File: config.mk
export PLATFORM = sky130hd
export DESIGN_NAME = sensor_i2c_register_port
export DESIGN_NICKNAME = d
export VERILOG_FILES = /design/src/logic/i2c_port_pkg.sv /design/src/logic/i2c_line_if.sv /design/src/logic/i2c_line_sampler.sv /design/src/logic/sensor_i2c_register_port.sv
export SDC_FILE = /design/constraint.sdc
export NUM_CORES = 1
export LEC_CHECK = 0
export BUFFER_PORTS_ARGS = -buffer_cell sky130_fd_sc_hd__buf_2
export CORE_ASPECT_RATIO = 1.2
export CORE_MARGIN = 2
export CORE_UTILIZATION = 45
export CTS_CLUSTER_DIAMETER = 60
export DETAILED_ROUTE_END_ITERATION = 8
export GPL_ROUTABILITY_DRIVEN = 0
export PLACE_DENSITY_LB_ADDON = 0.15
export SYNTH_ARGS = -nofsm -noshare
export SYNTH_HDL_FRONTEND = slang
export SYNTH_SLANG_ARGS = --single-unit
File: constraint.sdc
create_clock -name sys_clk_i -period 8.1 [get_ports sys_clk_i]
set_input_delay 1.215 -clock sys_clk_i [delete_from_list [all_inputs] [get_ports sys_clk_i]]
set_output_delay 1.215 -clock sys_clk_i [all_outputs]
set_load 0.01 [all_outputs]
File: src/logic/i2c_port_pkg.sv
package i2c_port_pkg;

	localparam logic [6:0] TARGET_ADDR  = 7'h13;
	localparam logic       DIR_READ     = 1'b1;
	localparam logic [7:0] IDX_FIRST    = 8'h80;
	localparam logic [7:0] IDX_LAST     = 8'h90;
	localparam int         REG_COUNT    = 17;
	localparam logic [4:0] SLOT_CMD     = 5'h00;
	localparam logic [4:0] SLOT_ID      = 5'h01;
	localparam logic [4:0] SLOT_RES_HI  = 5'h07;
	localparam logic [4:0] SLOT_RES_LO  = 5'h08;
	localparam logic [7:0] CMD_LOCK     = 8'h80;
	localparam int         CMD_RDY_POS  = 5;
	localparam logic [7:0] CMD_WR_MASK  = 8'h0b;
	localparam logic [7:0] CMD_RESET    = 8'h00;
	// Arbitrary identity value, not tied to any real part
	localparam logic [7:0] ID_VALUE     = 8'h5a;
	localparam logic [3:0] BIT_COUNT    = 4'h8;

	typedef enum logic [3:0] {
		ST_IDLE      = 4'b0000,
		ST_ADDR      = 4'b0001,
		ST_ADDR_ACK  = 4'b0010,
		ST_INDEX     = 4'b0011,
		ST_INDEX_ACK = 4'b0100,
		ST_WDATA     = 4'b0101,
		ST_WDATA_ACK = 4'b0110,
		ST_RDATA     = 4'b0111,
		ST_RDATA_ACK = 4'b1000,
		ST_NACK      = 4'b1001
	} port_state_t;

endpackage

File: src/logic/i2c_line_if.sv
`timescale 1ns/1ps
interface i2c_line_if;
	logic scl_rise;
	logic scl_fall;
	logic sda_bit;
	logic start;
	logic stop;

	modport front
	(
		output scl_rise,
		output scl_fall,
		output sda_bit,
		output start,
		output stop
	);
	modport core
	(
		input scl_rise,
		input scl_fall,
		input sda_bit,
		input start,
		input stop
	);
endinterface

File: src/logic/i2c_line_sampler.sv
`timescale 1ns/1ps
module i2c_line_sampler
(
	input  wire logic       sys_clk_i,
	input  wire logic       rst_i,
	input  wire logic       scl_i,
	input  wire logic       sda_i,
	i2c_line_if.front       ev
);
	import i2c_port_pkg::*;

	typedef struct packed {
		logic scl_meta;
		logic scl_sync;
		logic scl_prev;
		logic sda_meta;
		logic sda_sync;
		logic sda_prev;
	} sampler_t;

	sampler_t s_reg;
	sampler_t s_next;

	// Two flops per line, then one more for edge finding
	always_comb
	begin
		s_next          = s_reg;
		s_next.scl_meta = scl_i;
		s_next.scl_sync = s_reg.scl_meta;
		s_next.scl_prev = s_reg.scl_sync;
		s_next.sda_meta = sda_i;
		s_next.sda_sync = s_reg.sda_meta;
		s_next.sda_prev = s_reg.sda_sync;
	end

	always_ff @(posedge sys_clk_i or posedge rst_i)
	begin
		if (rst_i)
			s_reg <= '{default: 1'b1};
		else
			s_reg <= s_next;
	end

	assign ev.scl_rise = s_reg.scl_sync & ~s_reg.scl_prev;
	assign ev.scl_fall = ~s_reg.scl_sync & s_reg.scl_prev;
	assign ev.sda_bit  = s_reg.sda_sync;
	assign ev.start    = s_reg.scl_sync & s_reg.scl_prev
			& s_reg.sda_prev & ~s_reg.sda_sync;
	assign ev.stop     = s_reg.scl_sync & s_reg.scl_prev
			& ~s_reg.sda_prev & s_reg.sda_sync;
endmodule

File: src/logic/sensor_i2c_register_port.sv
`timescale 1ns/1ps
module sensor_i2c_register_port
(
	input  wire logic        sys_clk_i,
	input  wire logic        rst_i,
	input  wire logic        scl_i,
	input  wire logic        sda_i,
	output logic             sda_o,
	output logic             sda_oe_o,
	input  wire logic        int_i,
	output logic             int_o,
	output logic             int_oe_o,
	input  wire logic        event_req_i,
	input  wire logic        result_valid_i,
	input  wire logic [15:0] result_data_i,
	output logic [7:0]       cmd_o,
	output logic             prox_ready_o,
	output logic             wr_strobe_o,
	output logic [7:0]       wr_index_o,
	output logic [7:0]       wr_data_o
);
	import i2c_port_pkg::*;

	typedef struct packed {
		port_state_t           st;
		logic [3:0]            cnt;
		logic [7:0]            sh;
		logic                  rw;
		logic [7:0]            idx;
		logic                  drv;
		logic                  rdy;
		logic                  int_drv;
		logic                  wr;
		logic [7:0]            wr_idx;
		logic [7:0]            wr_data;
		logic [REG_COUNT-1:0][7:0] bank;
	} port_t;

	port_t r_reg;
	port_t r_next;

	i2c_line_if ev ();

	i2c_line_sampler u_sampler
	(
		.sys_clk_i (sys_clk_i),
		.rst_i     (rst_i),
		.scl_i     (scl_i),
		.sda_i     (sda_i),
		.ev        (ev)
	);

	// Maps a bus index to a bank slot; bit 5 flags a valid index
	function automatic logic [5:0] idx_slot(input logic [7:0] idx);
		logic [7:0] off;
		off = idx - IDX_FIRST;
		if (idx >= IDX_FIRST && idx <= IDX_LAST)
			idx_slot = {1'b1, off[4:0]};
		else
			idx_slot = 6'h00;
	endfunction

	logic [5:0] rd_slot;
	logic [5:0] wr_slot;
	logic [7:0] rd_byte;
	logic       rd_take;
	logic       clear_rdy;

	assign rd_slot = idx_slot(r_reg.idx);
	assign wr_slot = idx_slot(r_reg.idx);

	always_comb
	begin
		rd_byte = 8'h00;
		if (rd_slot[5])
		begin
			if (rd_slot[4:0] == SLOT_CMD)
			begin
				rd_byte = (r_reg.bank[SLOT_CMD] & CMD_WR_MASK) | CMD_LOCK;
				rd_byte[CMD_RDY_POS] = r_reg.rdy;
			end
			else if (rd_slot[4:0] == SLOT_ID)
				rd_byte = ID_VALUE;
			else
				rd_byte = r_reg.bank[rd_slot[4:0]];
		end
	end

	always_comb
	begin
		r_next         = r_reg;
		r_next.wr      = 1'b0;
		r_next.int_drv = event_req_i;
		rd_take        = 1'b0;
		if (result_valid_i)
		begin
			r_next.bank[SLOT_RES_HI] = result_data_i[15:8];
			r_next.bank[SLOT_RES_LO] = result_data_i[7:0];
		end
		unique case (r_reg.st)
			ST_IDLE:
				r_next.drv = 1'b0;
			ST_ADDR, ST_INDEX, ST_WDATA:
			begin
				if (ev.scl_rise)
				begin
					r_next.sh  = {r_reg.sh[6:0], ev.sda_bit};
					r_next.cnt = r_reg.cnt + 4'h1;
				end
				else if (ev.scl_fall && r_reg.cnt == BIT_COUNT)
				begin
					r_next.cnt = 4'h0;
					r_next.drv = 1'b1;
					if (r_reg.st == ST_ADDR)
					begin
						if (r_reg.sh[7:1] == TARGET_ADDR)
						begin
							r_next.rw = r_reg.sh[0];
							r_next.st = ST_ADDR_ACK;
						end
						else
						begin
							r_next.drv = 1'b0;
							r_next.st  = ST_IDLE;
						end
					end
					else if (r_reg.st == ST_INDEX)
					begin
						r_next.idx = r_reg.sh;
						r_next.st  = ST_INDEX_ACK;
					end
					else
					begin
						r_next.st      = ST_WDATA_ACK;
						r_next.wr      = 1'b1;
						r_next.wr_idx  = r_reg.idx;
						r_next.wr_data = r_reg.sh;
						r_next.idx     = r_reg.idx + 8'h01;
						if (wr_slot[5] && wr_slot[4:0] == SLOT_CMD)
							r_next.bank[SLOT_CMD] =
								r_reg.sh & CMD_WR_MASK;
						else if (wr_slot[5] && wr_slot[4:0] != SLOT_ID)
							r_next.bank[wr_slot[4:0]] = r_reg.sh;
					end
				end
			end
			ST_ADDR_ACK:
				if (ev.scl_fall)
				begin
					if (r_reg.rw == DIR_READ)
						rd_take = 1'b1;
					else
					begin
						r_next.drv = 1'b0;
						r_next.st  = ST_INDEX;
					end
				end
			ST_INDEX_ACK, ST_WDATA_ACK:
				if (ev.scl_fall)
				begin
					r_next.drv = 1'b0;
					r_next.st  = ST_WDATA;
				end
			ST_RDATA:
			begin
				if (ev.scl_rise)
					r_next.cnt = r_reg.cnt + 4'h1;
				else if (ev.scl_fall)
				begin
					if (r_reg.cnt == BIT_COUNT)
					begin
						r_next.cnt = 4'h0;
						r_next.drv = 1'b0;
						r_next.st  = ST_RDATA_ACK;
					end
					else
					begin
						r_next.sh  = {r_reg.sh[6:0], 1'b0};
						r_next.drv = ~r_reg.sh[6];
					end
				end
			end
			ST_RDATA_ACK:
				if (ev.scl_rise)
					r_next.st = ev.sda_bit ? ST_NACK : ST_RDATA_ACK;
				else if (ev.scl_fall)
					rd_take = 1'b1;
			ST_NACK:
				r_next.drv = 1'b0;
			default:
			begin
				r_next.drv = 1'b0;
				r_next.st  = ST_IDLE;
			end
		endcase
		if (rd_take)
		begin
			r_next.sh  = rd_byte;
			r_next.drv = ~rd_byte[7];
			r_next.cnt = 4'h0;
			r_next.idx = r_reg.idx + 8'h01;
			r_next.st  = ST_RDATA;
		end
		if (ev.start)
		begin
			r_next.st  = ST_ADDR;
			r_next.cnt = 4'h0;
			r_next.drv = 1'b0;
		end
		else if (ev.stop)
		begin
			r_next.st  = ST_IDLE;
			r_next.drv = 1'b0;
		end
		clear_rdy = rd_take && rd_slot[5]
				&& (rd_slot[4:0] == SLOT_RES_HI
				|| rd_slot[4:0] == SLOT_RES_LO);
		// New result wins over a clear in the same cycle
		if (result_valid_i)
			r_next.rdy = 1'b1;
		else if (clear_rdy)
			r_next.rdy = 1'b0;
	end

	always_ff @(posedge sys_clk_i or posedge rst_i)
	begin
		if (rst_i)
		begin
			r_reg      <= '0;
			r_reg.st   <= ST_IDLE;
		end
		else
			r_reg <= r_next;
	end

	assign sda_o        = 1'b0;
	assign sda_oe_o     = r_reg.drv;
	assign int_o        = 1'b0;
	assign int_oe_o     = r_reg.int_drv;
	assign cmd_o        = r_reg.bank[SLOT_CMD];
	assign prox_ready_o = r_reg.rdy;
	assign wr_strobe_o  = r_reg.wr;
	assign wr_index_o   = r_reg.wr_idx;
	assign wr_data_o    = r_reg.wr_data;
endmodule

==> results of run 1 <==
## critical path, delay by kind of cell, from the launching register on
| kind | cells | cell delay [ns] |
|---|---|---|
| buf+inv | 2 | 0.49 |
| flops | 1 | 0.36 |
| fa+ha+maj | 1 | 0.23 |
| simple gates | 2 | 0.56 |
| compound gates | 4 | 1.71 |
## power by group through the flow
stage	Clock, mW	Sequential (mW)	Combinational [mW]
floorplan	0	1.01	0.267
global placement	0	1.11	0.290
detailed placement	0	1.12	0.300
finish	0.820	1.10	0.306
CTS	0.840	1.10	0.302
global route	0.878	1.11	0.337
## synthesized netlist by cell type, types with 4 or more instances
cell type / number
o2bb2ai_1: 5
mux2_2: 110
nand2_1: 67
nand4_1: 10
a41oi_1: 4
o22a_1: 9
nor3_1: 7
nor2b_1: 10
mux2i_1: 39
a32o_1: 4
dfstp_2: 6
a21oi_1: 43
nand3_1: 18
inv_1: 16
nand2b_1: 6
a31oi_1: 13
and3_1: 4
a211oi_1: 7
dfrtp_1: 179
and2_1: 12
clkbuf_1: 55
a22o_1: 5
a221oi_1: 8
o21ai_0: 39
buf_4: 26
a22oi_1: 6
nor2_1: 59
o211ai_1: 14
buf_2: 11
o22ai_1: 12
ha_1: 7
## final timing paths
check | from | end | slack [ns] | depth (start not counted)
max in group asynchronous | rst_i | r_reg[163]$_DFFE_PP0P_ | 5.74 | 3
worst max register to register | r_reg[157]$_DFFE_PP0P_ | sda_oe_o$_DFFE_PP0P_ | 4.60 | 9
worst min-delay path | u_sampler.s_next[1]$_DFF_PP1_ | u_sampler.ev.sda_bit$_DFF_PP1_ | 0.36 | 0
worst min register to register | u_sampler.s_next[1]$_DFF_PP1_ | u_sampler.ev.sda_bit$_DFF_PP1_ | 0.36 | 0
worst max-delay path | r_reg[157]$_DFFE_PP0P_ | sda_oe_o$_DFFE_PP0P_ | 4.60 | 9
min in group asynchronous | rst_i | async pin | 0.90 | 2
## per-stage QoR
step / instance area, µm² / power (mW) / utilization / setup slack, ns / hold WS (ns)
6_report: 10300 / 2.23 / 0.494 / 4.60 / 0.356
5_1_grt: 10300 / 2.33 / 0.494 / 4.39 / 0.361
4_1_cts: 10300 / 2.24 / 0.494 / 4.68 / 0.358
3_5_place_dp: 9740 / 1.42 / 0.468 / 4.71 / 0.347
3_3_place_gp: 9740 / 1.40 / 0.468 / 4.75 / 0.349
2_1_floorplan: 9510 / 1.27 / - / 1.87 / 0.345
## layer usage
metal	track usage	share of wire
met1	0.318	0.42
met5	0	0
met3	0.0422	0.068
met2	0.372	0.47
met4	0.104	0.041
## layout make-up
class / count / area (µm²) / share of cell area
Multi-Input combinational cell: 591 / 4360 / 0.423
Clock buffer: 20 / 437 / 0.0424
Timing Repair Buffer: 61 / 335 / 0.0326
Inverter: 16 / 67.6 / 0.00656
Clock inverter: 11 / 121 / 0.0118
Sequential cell: 185 / 4640 / 0.450
Tap cell: 270 / 338 / 0.0328
## cell families (layout without fill, tap and decap cells)
group,count (synthesis),after routing,share of synthesized area
xor+xnor,2,2,0.00184
fa+ha+maj,7,7,0.00921
compound gates,201,201,0.145
mux,152,152,0.176
other cells,1,2,0.000394
buf+inv,111,108,0.0555
simple gates,227,227,0.125
flops,185,185,0.488
==> metrics.md, run 1 <==
| Metric | Value |
|---|---|
| Outcome | completed |
| Final hold violation count | 0 |
| Fin crit share | 0.432 |
| Setup violators final | 0 |
| Post-synth ARST share | 1.00 |
| Crit path time final | 3.50 ns |
| Ys Warns | 0 |
| Die W | 137 µm |
| Row count | 58 |
| Boundary pin count | 53 |
| Syn Inst Count | 886 |
| First-pass GRT wire length | 39900 µm |
| Insertion delay to the later sink of the worst-skew pair | 0.44 ns |
| Root Driver | clkbuf_16 |
| Max Clk Rate | 286 MHz |
| # H-tree levels | 4 |
| Post-CTS Setup Inserts | 0 |
| Largest cells by area after synthesis | dfrtp_1, mux2_2, mux2i_1 |
| # DRC | 0 |
| RSZ-0062 raised after global routing | no |
| Clk_skew | 0.0136 ns |
| Syn Area/Cell | 10.7 µm² |
| Psw | 701 µW |
| Arrival time at the worst endpoint | 3.82 ns |
| Worst setup EP type | flop |
| Max stage delay on crit path | 0.92 ns |
| Seq/Total Area, Yosys | 0.488 |
| CTS tree | built |
| Startpoint types | flop |
| Starting Density | 0.457 |
| Initial DRC count | 505 |
| Slew Limit Fails | 0 |
| Worst Tran Pin Value | 1.07 ns |
| # clock sinks | 185 |
| Via count | 7084 |
| Resized cells post-CTS | 0 |
| Antenna diodes | 0 |
| Post-Route WL | 25300 µm |
| Power per Cell Area | 216 nW/µm² |
| Die Y | 163 µm |
| Core area | 20800 µm² |
| Avg WL per Cell | 21.9 µm |
| Post-synth EDFFs | 0 |
| Highest net fanout along the worst path | 40 |
| Die area | 22300 µm² |
| Synth Register Bits | 185 |
| Overall Global Routing Usage | 0.236 |
| Slowest CP cell | a211oi_2 |
| Internal | 1.53 mW |
| Congestion Overflow GR | 0 |
| Layout cells sized above 1 | 0.259 |
| Via density | 6.14 |
| DRT Pass-1 Iters | 6 |
| Worst-path cell chain | buf_4, inv_1, ha_1, or3b_1, a211oi_2, o22ai_1, nand2_1, a41oi_1, a32o_1 |
| Post-DP HPWL | 16700 µm |
| Slew margin rel. | 0.288 |
| Area Growth Syn to Fin | 8.26% |
| Predominant post-synthesis flop cell | dfrtp_1 |
| Post-synth top area share | 0.471 |
| Setup TNS | 0 ns |
| Leak | 4.66 nW |
| Vias in the first global route | 6872 |
| Routed Antenna Nets | 0 |
| Clock-pin slew on the worst setup and hold paths | 0.07 ns |
| Most common cell after layout, fill and taps aside | dfrtp_1 |
| Quantity of I/O buffers inserted on ports | 49 |
| Initial antenna violation count | 0 |
| Critical Path RT | 8.42 ns |
| Post-synth cell types | 77 |
| Switching Fraction | 0.315 |
| Maximum vdd drop | 0.000164 V |
| Synthesized area | 9510 µm² |
| Pin count of the biggest net entering global routing | 110 |
| Fin cells | 1154 |
| Max Cap Violations | 0 |
| Fillers | 1883 |
| Seq pwr share | 0.494 |
| Placed Instances | 1123 |
| Nets | 902 |
| Most frequent cells in the layout | dfrtp_1, mux2_2, nand2_1 |
| Number of CTS-inserted buffers | 17 |
| Clock power frac | 0.368 |
| Comb pwr share | 0.138 |
| Clock Tree Buf Depth | 2 |
| Cell taking the most area after synthesis | dfrtp_1 |
| Worst Hold Class | flop to flop |
| # hold bufs at CTS | 0 |
| Kind of critical path | flop to flop |
Power figures use the tool's default switching activity.
==> inputs of run 2 (changes only) <==
- clock period: 8.1 -> 3.3 ns (I/O delays scaled with it)
==> run 2 against run 1 <==
Clock skew decreased by 0.0046 ns; first-iteration DRC count is 30% higher; hold slack got worse by 0.20 ns; maximum frequency up 19%; combinational power increased to 3.0 times the previous value; cell count grew 2.3%; clock power is 150% higher; power grew 150%; register-to-register slack got worse by 4.2 ns; largest cell class unchanged; largest power group unchanged; highest routed layer unchanged.
==> metrics.md, run 2 (synthesis results as in run 1) <==
| Metric | Value |
|---|---|
| Critical path's top delay family | simple AND/OR/NAND/NOR gates |
| Fin crit share | 0.892 (+0.461) |
| Clk_skew | 0.00896 ns (-0.00460 ns) |
| Fin util | 0.504 (+0.00991) |
| Avg WL per Cell | 21.9 µm (about the same) |
| # hold bufs at CTS | 0 (unchanged) |
| Die area | 22300 µm² (unchanged) |
| Pre-CTS setup slack | 0.408 ns (-4.31 ns) |
| Critical Path RT | 3.61 ns (-4.81 ns) |
| Starting Density | 0.457 (unchanged) |
| Final hold violation count | 0 (unchanged) |
| Kind of critical path | flop to flop |
| Critical path depth in cells | 7 (-2) |
| Die W | 137 µm (unchanged) |
| Resized cells post-CTS | 0 (unchanged) |
| Boundary pin count | 53 (unchanged) |
| Congestion Overflow GR | 0 (unchanged) |
| R2R cell count | 7 (-2) |
| Crit path time final | 2.94 ns (-0.551 ns) |
| Routed Antenna Nets | 0 (unchanged) |
| Post-route setup slack | 0.356 ns (-4.25 ns) |
| Post-CTS Setup Inserts | 0 (unchanged) |
| Via density | 6.07 (-1.2%) |
| Reg-to-reg startpoint | u_sampler.s_reg[3]$_DFF_PP1_ |
| CP Launch Point | u_sampler.s_reg[3]$_DFF_PP1_ |
| Most common cell after layout, fill and taps aside | dfrtp_1 |
| Die Y | 163 µm (unchanged) |
| Worst-path cell chain | inv_1, ha_1, or3b_1, nor4_4, and2_1, nand3_1, mux2_2 |
| Area taken by multi-input logic gates | 4360 µm² (about the same) |
| Highest net fanout along the worst path | 11 (-73%) |
| Power per Cell Area | 524 nW/µm² (+140%) |
| Slew margin rel. | 0.327 (+0.0388) |
| Clock-pin slew on the worst setup and hold paths | 0.07 ns (about the same) |
| Initial antenna violation count | 0 (unchanged) |
| CP Buf/Inv Count | 1 (-1) |
| Number of CTS-inserted buffers | 17 (unchanged) |
| Vias in the first global route | 7217 (+5.0%) |
| Initial DRC count | 658 (+30%) |
| Most frequent cells in the layout | dfrtp_1, mux2_2, nand2_1 |
| Arrival time at the worst endpoint | 3.26 ns (-0.56 ns) |
| Antenna diodes | 0 (unchanged) |
| CTS tree | built |
| Overall Global Routing Usage | 0.245 (+0.00935) |
| Via count | 7159 (+1.1%) |
| Post-DP HPWL | 17400 µm (+4.4%) |
| Pin count of the biggest net entering global routing | 186 (+69%) |
| # clock sinks | 185 (unchanged) |
| Core area | 20800 µm² (unchanged) |
| Worst Hold Class | input pin to flop |
| RSZ-0062 raised after global routing | no |
| Startpoint types | flop |
| Slew Limit Fails | 0 (unchanged) |
| Outcome | completed |
| Row count | 58 (unchanged) |
| Max Clk Rate | 340 MHz (+19%) |
| Insertion delay to the later sink of the worst-skew pair | 0.43 ns (about the same) |
| Max Cap Violations | 0 (unchanged) |
| Setup violators final | 0 (unchanged) |
| # DRC | 0 (unchanged) |
| Reg area | 4640 µm² (unchanged) |
| Fillers | 1871 (-0.64%) |
| # H-tree levels | 4 (unchanged) |
| Maximum vdd drop | 0.000401 V (+140%) |
| Clock Tree Buf Depth | 2 (unchanged) |
| Slowest CP cell | dfstp_2 |
| DRT Pass-1 Iters | 7 (+1) |
| Nets | 927 (+2.8%) |
| Quantity of I/O buffers inserted on ports | 49 (unchanged) |
| Root Driver | clkbuf_16 |
| Worst Tran Pin Value | 1.01 ns (-0.0563 ns) |
| Slack of the worst reg-to-reg path | 0.36 ns (-4.25 ns) |
| Setup TNS | 0 ns (unchanged) |
| Leak | 4.79 nW (+2.8%) |
| Worst hold margin | 0.160 ns (-0.196 ns) |
| Layout cells sized above 1 | 0.279 (+0.0201) |
| Post-Route WL | 25900 µm (+2.3%) |
| Worst setup EP type | flop |
| Area Growth Syn to Fin | 10.4% |
| First-pass GRT wire length | 41400 µm (+3.9%) |
| Max stage delay on crit path | 0.55 ns (-0.37 ns) |
==> run 2: changes by cell type in the layout (fill, tap and decap cells not counted), sizes merged <==
| cell | previous run | this run |
|---|---|---|
| clkbuf | 20 | 22 |
| clkinv | 4 | 3 |
| bufinv | 2 | 1 |
| inv | 19 | 20 |
| buf | 61 | 86 |
==> run 2: area by class of cell <==
cell class | instances | share of cell area
multi-input cells | 591 | 0.415
clock buffers | 22 | 0.0442
repair buffers | 86 | 0.0510
inverters | 16 | 0.00608
flip-flops and latches | 185 | 0.442
well taps | 270 | 0.0322
clock inverters | 10 | 0.0101
==> run 2: worst reg2reg max path: stages, from the launching register on <==
cell and delay (ns):
dfstp_2 0.55, inv_1 0.04, ha_1 0.28, or3b_1 0.45, nor4_4 0.30, and2_1 0.36
nand3_1 0.43, mux2_2 0.43
==> run 2: layer usage <==
layer	track usage	part of all wire	vias to the layer above
met5	0	0	-
met4	0.0952	0.032	0
met3	0.0447	0.057	60
met2	0.397	0.48	253
met1	0.326	0.43	3620
li1	-	-	3226
==> run 2: worst min path at each step <==
stage | start | endpoint | slack [ns] | cells after the start
2_1_floorplan | u_sampler.s_next[1]$_DFF_PP1_ | u_sampler.ev.sda_bit$_DFF_PP1_ | 0.35 | 0
3_3_place_gp | u_sampler.s_next[1]$_DFF_PP1_ | u_sampler.ev.sda_bit$_DFF_PP1_ | 0.35 | 0
3_5_place_dp | u_sampler.s_next[1]$_DFF_PP1_ | u_sampler.ev.sda_bit$_DFF_PP1_ | 0.35 | 0
4_1_cts | event_req_i | int_oe_o$_DFF_PP0_ | 0.15 | 1
5_1_grt | scl_i | u_sampler.s_next[4]$_DFF_PP1_ | 0.14 | 1
6_report | scl_i | u_sampler.s_next[4]$_DFF_PP1_ | 0.16 | 1
==> run 2: through the flow <==
| step | cells | power [mW] | area (µm²) |
|---|---|---|---|
| floorplan | 887 | 3.13 | 9520 |
| global placement | 1148 | 3.48 | 9930 |
| detailed placement | 1148 | 3.52 | 9930 |
| CTS | 1180 | 5.53 | 10500 |
| global route | 1180 | 5.75 | 10500 |
| finish | 1180 | 5.50 | 10500 |
==> run 2: report_power, final <==
| part | total (mW) | internal (mW) | switching [mW] |
|---|---|---|---|
| logic | 0.907 | 0.296 | 0.611 |
| clock network | 2.01 | 1.10 | 0.913 |
| registers | 2.59 | 2.36 | 0.224 |
| total | 5.50 | 3.76 | 1.75 |
